## config.mk

```make
export PLATFORM = sky130hd
export DESIGN_NAME = sdi_top
export DESIGN_NICKNAME = d
export VERILOG_FILES = /design/src/inc/sdi_pkg.sv /design/src/verilog/sdi_sticky.sv /design/src/verilog/sdi_top.sv
export SDC_FILE = /design/constraint.sdc
export NUM_CORES = 1
export LEC_CHECK = 0
export BUFFER_PORTS_ARGS = -buffer_cell sky130_fd_sc_hd__buf_2
export CAP_MARGIN = 30
export CORE_MARGIN = 1
export CORE_UTILIZATION = 40
export CTS_CLUSTER_SIZE = 8
export DETAILED_ROUTE_END_ITERATION = 10
export GPL_TIMING_DRIVEN = 0
export SYNTH_ARGS = -nofsm -noshare
export SYNTH_HDL_FRONTEND = slang
export SYNTH_SLANG_ARGS = --single-unit
export TNS_END_PERCENT = 20
```

## constraint.sdc

```tcl
create_clock -name hclk -period 3.6 [get_ports hclk]
set_input_delay 0.18 -clock hclk [delete_from_list [all_inputs] [get_ports hclk]]
set_output_delay 0.18 -clock hclk [all_outputs]
set_load 0.005 [all_outputs]
```

## src/inc/sdi_pkg.sv

```systemverilog
`default_nettype none
package sdi_pkg;
  localparam logic [7:0] OFS_CTRL = 8'h00;
  localparam logic [7:0] OFS_DIN = 8'h04;
  localparam logic [7:0] OFS_FUNC = 8'h08;
  localparam logic [7:0] OFS_IRQ_STAT = 8'h0c;
  localparam logic [7:0] OFS_IRQ_CLR = 8'h10;
  localparam logic [7:0] OFS_IRQ_EN = 8'h14;
  localparam logic [7:0] OFS_GEAR0 = 8'h20;
  localparam logic [7:0] OFS_GEAR3 = 8'h2c;
  localparam int CTRL_TLIM_BIT = 0;
  localparam int GEAR_W = 16;
  localparam int N_GEAR = 4;
  localparam int N_EV = 4;
  localparam int EV_ESTOP = 0;
  localparam int EV_FWD_LIM = 1;
  localparam int EV_REV_LIM = 2;
  localparam int EV_MODE = 3;
  localparam logic [GEAR_W-1:0] GEAR_RST = 16'h0001;
  localparam logic [N_EV-1:0] IRQ_EN_RST = 4'h0;

  typedef struct packed {
    logic fault_alarm;
    logic fwd_inhibit;
    logic rev_inhibit;
    logic fwd_tlim;
    logic rev_tlim;
    logic jog_fwd;
    logic jog_rev;
    logic pos_mode;
    logic [1:0] gear_sel;
  } sdi_func_t;

  typedef struct packed {
    logic tlim_en;
    logic [N_EV-1:0] irq_en;
    logic [N_GEAR-1:0][GEAR_W-1:0] gear;
    logic prev_estop;
    logic prev_fwd;
    logic prev_rev;
    logic prev_mode;
    sdi_func_t func;
    logic [GEAR_W-1:0] gear_out;
    logic wr_pend;
    logic [7:0] wr_addr;
    logic [31:0] rdata;
  } sdi_state_t;
endpackage : sdi_pkg
`default_nettype wire

```

## src/verilog/sdi_sticky.sv

```systemverilog
`default_nettype none
module sdi_sticky #(
  parameter int W = 4
) (
  // Clock and reset
  input wire logic hclk,
  input wire logic hresetn,
  // Set and clear
  input wire logic [W-1:0] set,
  input wire logic [W-1:0] clr,
  // Flags
  output logic [W-1:0] q
);
  logic [W-1:0] next_q;

  // Set wins over a clear in the same cycle
  always_comb begin
    next_q = (q & ~clr) | set;
  end

  always_ff @(posedge hclk or negedge hresetn) begin
    if (!hresetn) begin
      q <= '0;
    end else begin
      q <= next_q;
    end
  end
endmodule : sdi_sticky
`default_nettype wire

```

## src/verilog/sdi_top.sv

```systemverilog
// The AHB-Lite interface to the registers and the register offsets are this design's own decisions.
`default_nettype none
module sdi_top (
  // Clock and reset
  input wire logic hclk,
  input wire logic hresetn,
  // AHB-Lite slave
  input wire logic hsel,
  input wire logic [31:0] haddr,
  input wire logic [1:0] htrans,
  input wire logic hwrite,
  input wire logic [2:0] hsize,
  input wire logic [31:0] hwdata,
  input wire logic hready,
  output logic [31:0] hrdata,
  output logic hreadyout,
  output logic hresp,
  // Digital inputs
  input wire logic emergency_stop_in,
  input wire logic forward_travel_limit_in,
  input wire logic reverse_travel_limit_in,
  input wire logic forward_torque_limit_sel,
  input wire logic reverse_torque_limit_sel,
  input wire logic jog_forward_in,
  input wire logic jog_reverse_in,
  input wire logic gear_numerator_sel_bit0,
  input wire logic gear_numerator_sel_bit1,
  input wire logic torque_position_switch_in,
  // Decoded functions
  output logic fault_alarm_out,
  output logic fwd_motion_inhibit,
  output logic rev_motion_inhibit,
  output logic fwd_torque_limit_on,
  output logic rev_torque_limit_on,
  output logic jog_fwd_drive,
  output logic jog_rev_drive,
  output logic position_mode,
  output logic [1:0] gear_sel,
  output logic [sdi_pkg::GEAR_W-1:0] gear_numerator,
  // Interrupt
  output logic irq
);
  sdi_pkg::sdi_state_t st;
  sdi_pkg::sdi_state_t next_st;
  logic [sdi_pkg::N_EV-1:0] ev_set;
  logic [sdi_pkg::N_EV-1:0] ev_clr;
  logic [sdi_pkg::N_EV-1:0] irq_stat;
  logic [9:0] din;
  logic acc;
  logic [7:0] ra;

  assign din = {torque_position_switch_in, gear_numerator_sel_bit1,
                gear_numerator_sel_bit0, jog_reverse_in, jog_forward_in,
                reverse_torque_limit_sel, forward_torque_limit_sel,
                reverse_travel_limit_in, forward_travel_limit_in,
                emergency_stop_in};
  assign acc = hsel && htrans[1] && hready;
  assign ra = haddr[7:0];

  sdi_sticky #(
    .W(sdi_pkg::N_EV)
  ) u_flags (
    .hclk(hclk),
    .hresetn(hresetn),
    .set(ev_set),
    .clr(ev_clr),
    .q(irq_stat)
  );

  always_comb begin
    next_st = st;
    ev_clr = '0;
    // Opening edges of the closed-loop contacts, and any change of the torque/position switch
    ev_set = '0;
    ev_set[sdi_pkg::EV_ESTOP] = st.prev_estop && !emergency_stop_in;
    ev_set[sdi_pkg::EV_FWD_LIM] = st.prev_fwd && !forward_travel_limit_in;
    ev_set[sdi_pkg::EV_REV_LIM] = st.prev_rev && !reverse_travel_limit_in;
    ev_set[sdi_pkg::EV_MODE] = st.prev_mode != torque_position_switch_in;
    next_st.prev_estop = emergency_stop_in;
    next_st.prev_fwd = forward_travel_limit_in;
    next_st.prev_rev = reverse_travel_limit_in;
    next_st.prev_mode = torque_position_switch_in;

    // Data phase of a write
    if (st.wr_pend) begin
      if (st.wr_addr == sdi_pkg::OFS_CTRL) begin
        next_st.tlim_en = hwdata[sdi_pkg::CTRL_TLIM_BIT];
      end else if (st.wr_addr == sdi_pkg::OFS_IRQ_CLR) begin
        ev_clr = hwdata[sdi_pkg::N_EV-1:0];
      end else if (st.wr_addr == sdi_pkg::OFS_IRQ_EN) begin
        next_st.irq_en = hwdata[sdi_pkg::N_EV-1:0];
      end else if (st.wr_addr >= sdi_pkg::OFS_GEAR0 && st.wr_addr <= sdi_pkg::OFS_GEAR3
                   && st.wr_addr[1:0] == 2'h0) begin
        next_st.gear[st.wr_addr[3:2]] = hwdata[sdi_pkg::GEAR_W-1:0];
      end
    end

    // Alarm while any closed-loop contact is open
    next_st.func.fault_alarm = !emergency_stop_in || !forward_travel_limit_in
                               || !reverse_travel_limit_in;
    next_st.func.fwd_inhibit = !forward_travel_limit_in || !emergency_stop_in;
    next_st.func.rev_inhibit = !reverse_travel_limit_in || !emergency_stop_in;
    next_st.func.fwd_tlim = st.tlim_en && forward_torque_limit_sel;
    next_st.func.rev_tlim = st.tlim_en && reverse_torque_limit_sel;
    // Both jog inputs at once cancel each other
    next_st.func.jog_fwd = jog_forward_in && !jog_reverse_in
                           && forward_travel_limit_in && emergency_stop_in;
    next_st.func.jog_rev = jog_reverse_in && !jog_forward_in
                           && reverse_travel_limit_in && emergency_stop_in;
    next_st.func.pos_mode = torque_position_switch_in;
    // Gear select only counts in position mode
    if (torque_position_switch_in) begin
      next_st.func.gear_sel = {gear_numerator_sel_bit1, gear_numerator_sel_bit0};
    end else begin
      next_st.func.gear_sel = 2'h0;
    end
    next_st.gear_out = st.gear[next_st.func.gear_sel];

    // Address phase
    next_st.wr_pend = acc && hwrite;
    if (acc) begin
      next_st.wr_addr = ra;
    end
    if (acc && !hwrite) begin
      if (ra == sdi_pkg::OFS_CTRL) begin
        next_st.rdata = {31'h0, next_st.tlim_en};
      end else if (ra == sdi_pkg::OFS_DIN) begin
        next_st.rdata = {22'h0, din};
      end else if (ra == sdi_pkg::OFS_FUNC) begin
        next_st.rdata = {22'h0, st.func};
      end else if (ra == sdi_pkg::OFS_IRQ_STAT) begin
        next_st.rdata = {28'h0, irq_stat};
      end else if (ra == sdi_pkg::OFS_IRQ_EN) begin
        next_st.rdata = {28'h0, next_st.irq_en};
      end else if (ra >= sdi_pkg::OFS_GEAR0 && ra <= sdi_pkg::OFS_GEAR3
                   && ra[1:0] == 2'h0) begin
        next_st.rdata = {16'h0, next_st.gear[ra[3:2]]};
      end else begin
        next_st.rdata = 32'h0;
      end
    end
  end

  always_ff @(posedge hclk or negedge hresetn) begin
    if (!hresetn) begin
      st.tlim_en <= 1'b0;
      st.irq_en <= sdi_pkg::IRQ_EN_RST;
      st.gear <= {sdi_pkg::N_GEAR{sdi_pkg::GEAR_RST}};
      st.prev_estop <= 1'b0;
      st.prev_fwd <= 1'b0;
      st.prev_rev <= 1'b0;
      st.prev_mode <= 1'b0;
      st.func <= '0;
      st.gear_out <= sdi_pkg::GEAR_RST;
      st.wr_pend <= 1'b0;
      st.wr_addr <= 8'h00;
      st.rdata <= 32'h0;
    end else begin
      st <= next_st;
    end
  end

  assign hrdata = st.rdata;
  assign hreadyout = 1'b1;
  assign hresp = 1'b0;
  assign fault_alarm_out = st.func.fault_alarm;
  assign fwd_motion_inhibit = st.func.fwd_inhibit;
  assign rev_motion_inhibit = st.func.rev_inhibit;
  assign fwd_torque_limit_on = st.func.fwd_tlim;
  assign rev_torque_limit_on = st.func.rev_tlim;
  assign jog_fwd_drive = st.func.jog_fwd;
  assign jog_rev_drive = st.func.jog_rev;
  assign position_mode = st.func.pos_mode;
  assign gear_sel = st.func.gear_sel;
  assign gear_numerator = st.gear_out;
  assign irq = |(irq_stat & st.irq_en);
endmodule : sdi_top
`default_nettype wire

```

# After elaboration in Yosys (flattened, before gate mapping)
# Cells that the tools add are included.
totals:
  reg_bits: 143
  in_bits: 84
  wordCells: 100
op_classes:
  n_eq_ne: 7
  bitwise_logic: 4
  reduce_logical: 34
  n_mux: 24
  n_lt_le_gt_ge: 8
ops:
  columns: ["cell", "n"]
  rows:
  - ["two-way mux 16 bit", 9]
  - ["two-way mux 68 bit", 2]
  - ["two-way mux 64 bit", 2]
  - ["two-way mux 69 bit", 1]
  - ["binary-select mux 16 bit (select 2 bit)", 2]
  - ["bitwise mux 64 bit", 1]
  - ["demux 16 bit (select 2 bit)", 1]
  - ["== test 8 x 5 -> 1 bit, second input constant", 3]
  - ["logical AND 1 bit", 20]
  - ["== test 8 x 4 -> 1 bit, second input constant", 2]
  - [">= comparator 8 x 6 -> 1 bit, second input constant", 2]
  - ["less-or-equal comparator 8 x 6 -> 1 bit, second input constant", 2]
  - ["zero test 8 bit", 2]
  - ["two-way mux 4 bit", 4]
  - ["less-than comparator 2 x 3 -> 1 bit, second input constant", 3]
  - ["AND 4 bit", 2]
  - ["== test 8 x 3 -> 1 bit, second input constant", 1]
  - ["zero test 1 bit", 6]
  - ["zero test 2 bit", 2]
  - ["NOT 4 bit", 1]
  - ["bitwise OR 4 bit", 1]
  - ["OR reduction 4 bit", 1]
  - ["logical OR 1 bit", 3]
  - [">= comparator 2 x 1 -> 1 bit, second input constant", 1]
  - ["3 further kinds", 3]

# Depth between registers and ports, before layout
depth:
  depth_word: 18
  ltp_mapped: 8

# By module
# A second synthesis with hierarchy kept.
hier_totals:
  hier_cells: 552
  hier_area_um2: 6363.6
modules_own_cells:
  columns: ["module", "instances", "cells_each", "area_each_um2", "seq_area_each_um2"]
  rows:
  - ["sdi_top", 1, 540, 6218.5, 3084.2]
  - ["sdi_sticky", 1, 12, 145.1, 100.1]

# Worst setup path before layout
# OpenSTA, ideal clock, no wires.
synth_path:
  kind: "register to register"
  startpoint: "register st[39] in the netlist's numbering"
  endpoint: "register st, in the netlist hrdata[10]"
  setup_slack_ns: 1.055
  stages_incl_launch_ff: 7
  arrival_time_ns: 2.424
  path_cell_list: "dfrtp_1 > or4_1 > buf_2 > nor3_4 > mux2_2 > mux4_2 > a22o_1"
synth_lines:
  columns: ["item", "line_no", "rtl"]
  rows:
  - ["start, declared", "sdi_top.sv:43", "sdi_pkg::sdi_state_t st;"]
  - ["start signal, assigned", "sdi_top.sv:159", "st <= next_st;"]

==> results.md <==
* Top Usage Layer GRT: met2
* Synth async-reset ratio at 100%
* Ant. Diodes at 0
* Worst path required time at 3.87 ns
* Clock Path Buffers at 2
* Initial core utilization at 41.5%
* CTS sink cnt at 127
* Worst-path clk slew at 0.06 ns
* Post-synth EDFFs at 0
* Setup repair bufs after CTS at 0
* Post-DP Area at 7460 um2
* Setup TNS at 0 ns
* Clk root buf: clkbuf_16
* Top cell type's share of synthesized area at 45.6%
* Slew @ Worst Pin at 1.04 ns
* Synth top cells by count: dfrtp_1 (122), nand2_1 (101), buf_4 (53)
* Pwr Density at 471 nW/um2
* Average wire per standard cell at 20.7 um
* Critical path class: reg -> reg
* Worst Reg2Reg Path Length in Cells at 7
* Num ports at 145
* Max-slew headroom at 29.4%
* Port Buf Inserts at 81
* Final Cell Area at 8160 um2
* Achievable Freq at 0.339 GHz
* GR Util met3 at 5.59%
* Fillers at 1504
* Core Util, Final at 50.6%
* Chip width at 131 um
* Leakage power at 3.58 nW
* Final hold vios at 0
* Post-Syn Area at 6690 um2
* Core area at 16100 um2
* Syn Area/Cell at 10.4 um2
* Die area at 17300 um2
* Synth unique cells at 61
* Worst setup SP type: flop
* TritonRoute pass-1 iters at 6
* All-layer global routing usage at 24.9%
* Share of layout cells above drive strength 1 at 31.8%
* Fin crit share at 81.9%
* GRT met1 Usage at 34.0%
* Final Wtd Congestion at 0.929
* Top cells by area, synth: dfrtp_1 (46%), mux2_2 (6.9%), buf_4 (5.9%)
* Sequential share of the synthesized area at 47.6%
* Drt initial violations at 510
* Hold Path Sink: st[38]$_DFFE_PN0P_
* FF+latch area at 3180 um2
* Largest area contributor in the netlist: dfrtp_1
* Final wirelength at 20.7 mm
* Initial antenna violation count at 0
* Final setup viols at 0
* CP cell instances: or4_1 -> buf_2 -> nor3_4 -> buf_6 -> mux2_4 -> o211ai_1 -> a41oi_2
* Count leader, synth: dfrtp_1
* Number of global-route vias before repair at 5553
* Critical path endpoint category: flop
* Skew-Pair Late Insertion Delay at 0.42 ns
* Setup Skew at 0.0105 ns
* Crit path largest cell delay at 0.56 ns
* Hold crit path type: in -> reg
* Slew Limit Fails at 0
* H-tree Lvls at 4
* CTS buffer count at 17
* Max VDD drop at 0.324 mV
* Post-Synthesis Cells at 643
* Dominant synthesized flop cell: dfrtp_1
* DRC Markers at 0
* Largest net degree at the start of global routing at 83
* Hold Path Origin: haddr[6]
* RSZ-0062 raised after global routing: no
* Gr ovfl total at 0
* Max-cap violations at 0
* M2 GR Usage at 37.7%
* Hold Crit Depth at 2
* Num rows at 46
* Die H at 131 um
* Worst-path fanout max at 10
* Antenna viol nets, final at 0
* Reg2reg start: st[39]$_DFFE_PN0P_
* Fin nets at 856
* Clock period minus worst slack at 2.95 ns
* CTS tree: yes
* Area of the multi-input gates at 2910 um2
* DR vias at 5562
* Status: complete, no violations
* Yosys reg bits at 127
* Detailed Place HPWL at 14.5 mm
* Vias per cell at 5.56
* WP data arrival at 3.22 ns
* Yosys Warn Count at 0
* FF-to-FF setup slack at 0.65 ns
* R2R Path End: hrdata[9]$_DFFE_PN0P_
* Area growth, synth to finish at 21.9%
* First-pass GRT wire length at 32.6 mm
* Crit-path slowest cell: nor3_4
## placed cells by master, fill, tap and decap left out, drive strengths merged, types with 3 or more instances in the layout
cell type    count
o31ai           15
o21ai           16
nor3b            3
a211oi           9
dlygate4sd3     12
a31oi           21
and2             4
nor2b           10
clkinvlp         3
mux2            48
clkinv          10
clkbuf          50
nor2            17
nor3             5
nand3           18
dfstp            5
nand4b           3
dfrtp          122
nand2b           3
a22o            13
mux4             4
o2111ai          9
nand2          101
buf            147
inv             16
o211ai          17
a41oi            6
nand4           26
o311ai           6
or3              3
conb            18
o211a            7
a21oi           11
## flip-flops by register name, summed over array words and instances, names as in the netlist, 2 cells and up
signal,count
u_flags.q,4
gear_numerator,16
gear_sel,2
st,81
hrdata,16
## worst max-delay path: cells and delay by family, from the launching register on
family / cells / cell delay [ns]
compound gates: 2 / 0.51
flops: 1 / 0.42
simple gates: 2 / 1.08
buf+inv: 2 / 0.47
mux: 1 / 0.32
## power breakdown
part / switching, W / leakage [nW] / internal (W)
Clock: 0.000639 / 0.281 / 0.00104
Combinational: 0.000319 / 1.83 / 0.000244
Sequential: 0.0000669 / 1.47 / 0.00153
## what timing repair did
action | CTS | global route
hold buffers | 12 | 0
setup endpoints to repair | 0 | 0
gates resized for setup | 0 | 0
hold endpoints to repair | 57 | 0
## layer usage
layer	up-vias	part of all wire, %	routed length (um)
met5	-	0	0
met4	0	3.0	618
met3	46	7.4	1540
met2	261	46	9450
met1	2717	44	9110
li1	2538	-	-
## through the flow
step           total power [W]  worst slack [ns]  hold WS, ns  instances
6_report               0.00384             0.651      0.00294       1001
5_1_grt                0.00398             0.586       0.0168       1001
4_1_cts                0.00385             0.668      0.00306       1001
3_5_place_dp           0.00217             0.685        0.147        957
3_3_place_gp           0.00215             0.667        0.350        956
2_1_floorplan          0.00193              1.05       -0.116        659
## logic make-up (layout without fill, tap and decap cells)
group	Yosys count	count (layout)	synth area share, %
AND/OR/NAND/NOR	203	203	15.8
AO/OA/AOI/OAI	141	141	16.3
flip-flops	127	127	47.6
buffers and inverters	114	240	9.89
multiplexers	54	54	10.1
other	2	18	0.112
XOR/XNOR	2	2	0.262
## layout make-up
cell class / instances / share of cell area, %
Sequential cell: 127 / 39.0
Multi-Input combinational cell: 418 / 35.6
Buffer: 95 / 7.24
Timing Repair Buffer: 94 / 6.86
Clock buffer: 20 / 5.60
Tap cell: 216 / 3.31
Clock inverter: 12 / 1.44
Inverter: 19 / 0.874
## worst max-delay path by stage
stage | slack [ns] | depth (start not counted) | to | from
after global routing | 0.59 | 7 | hrdata[6]$_DFFE_PN0P_ | st[39]$_DFFE_PN0P_
after detailed placement | 0.69 | 7 | hrdata[6]$_DFFE_PN0P_ | st[39]$_DFFE_PN0P_
after global placement | 0.67 | 1 | gear_numerator[13]$_DFF_PN0_ | hresetn
after floorplan | 1.05 | 6 | hrdata[10]$_DFFE_PN0P_ | st[39]$_DFFE_PN0P_
after CTS | 0.67 | 7 | hrdata[6]$_DFFE_PN0P_ | st[39]$_DFFE_PN0P_
final | 0.65 | 7 | hrdata[9]$_DFFE_PN0P_ | st[39]$_DFFE_PN0P_
No activity file was read; power rests on OpenSTA's default activity.
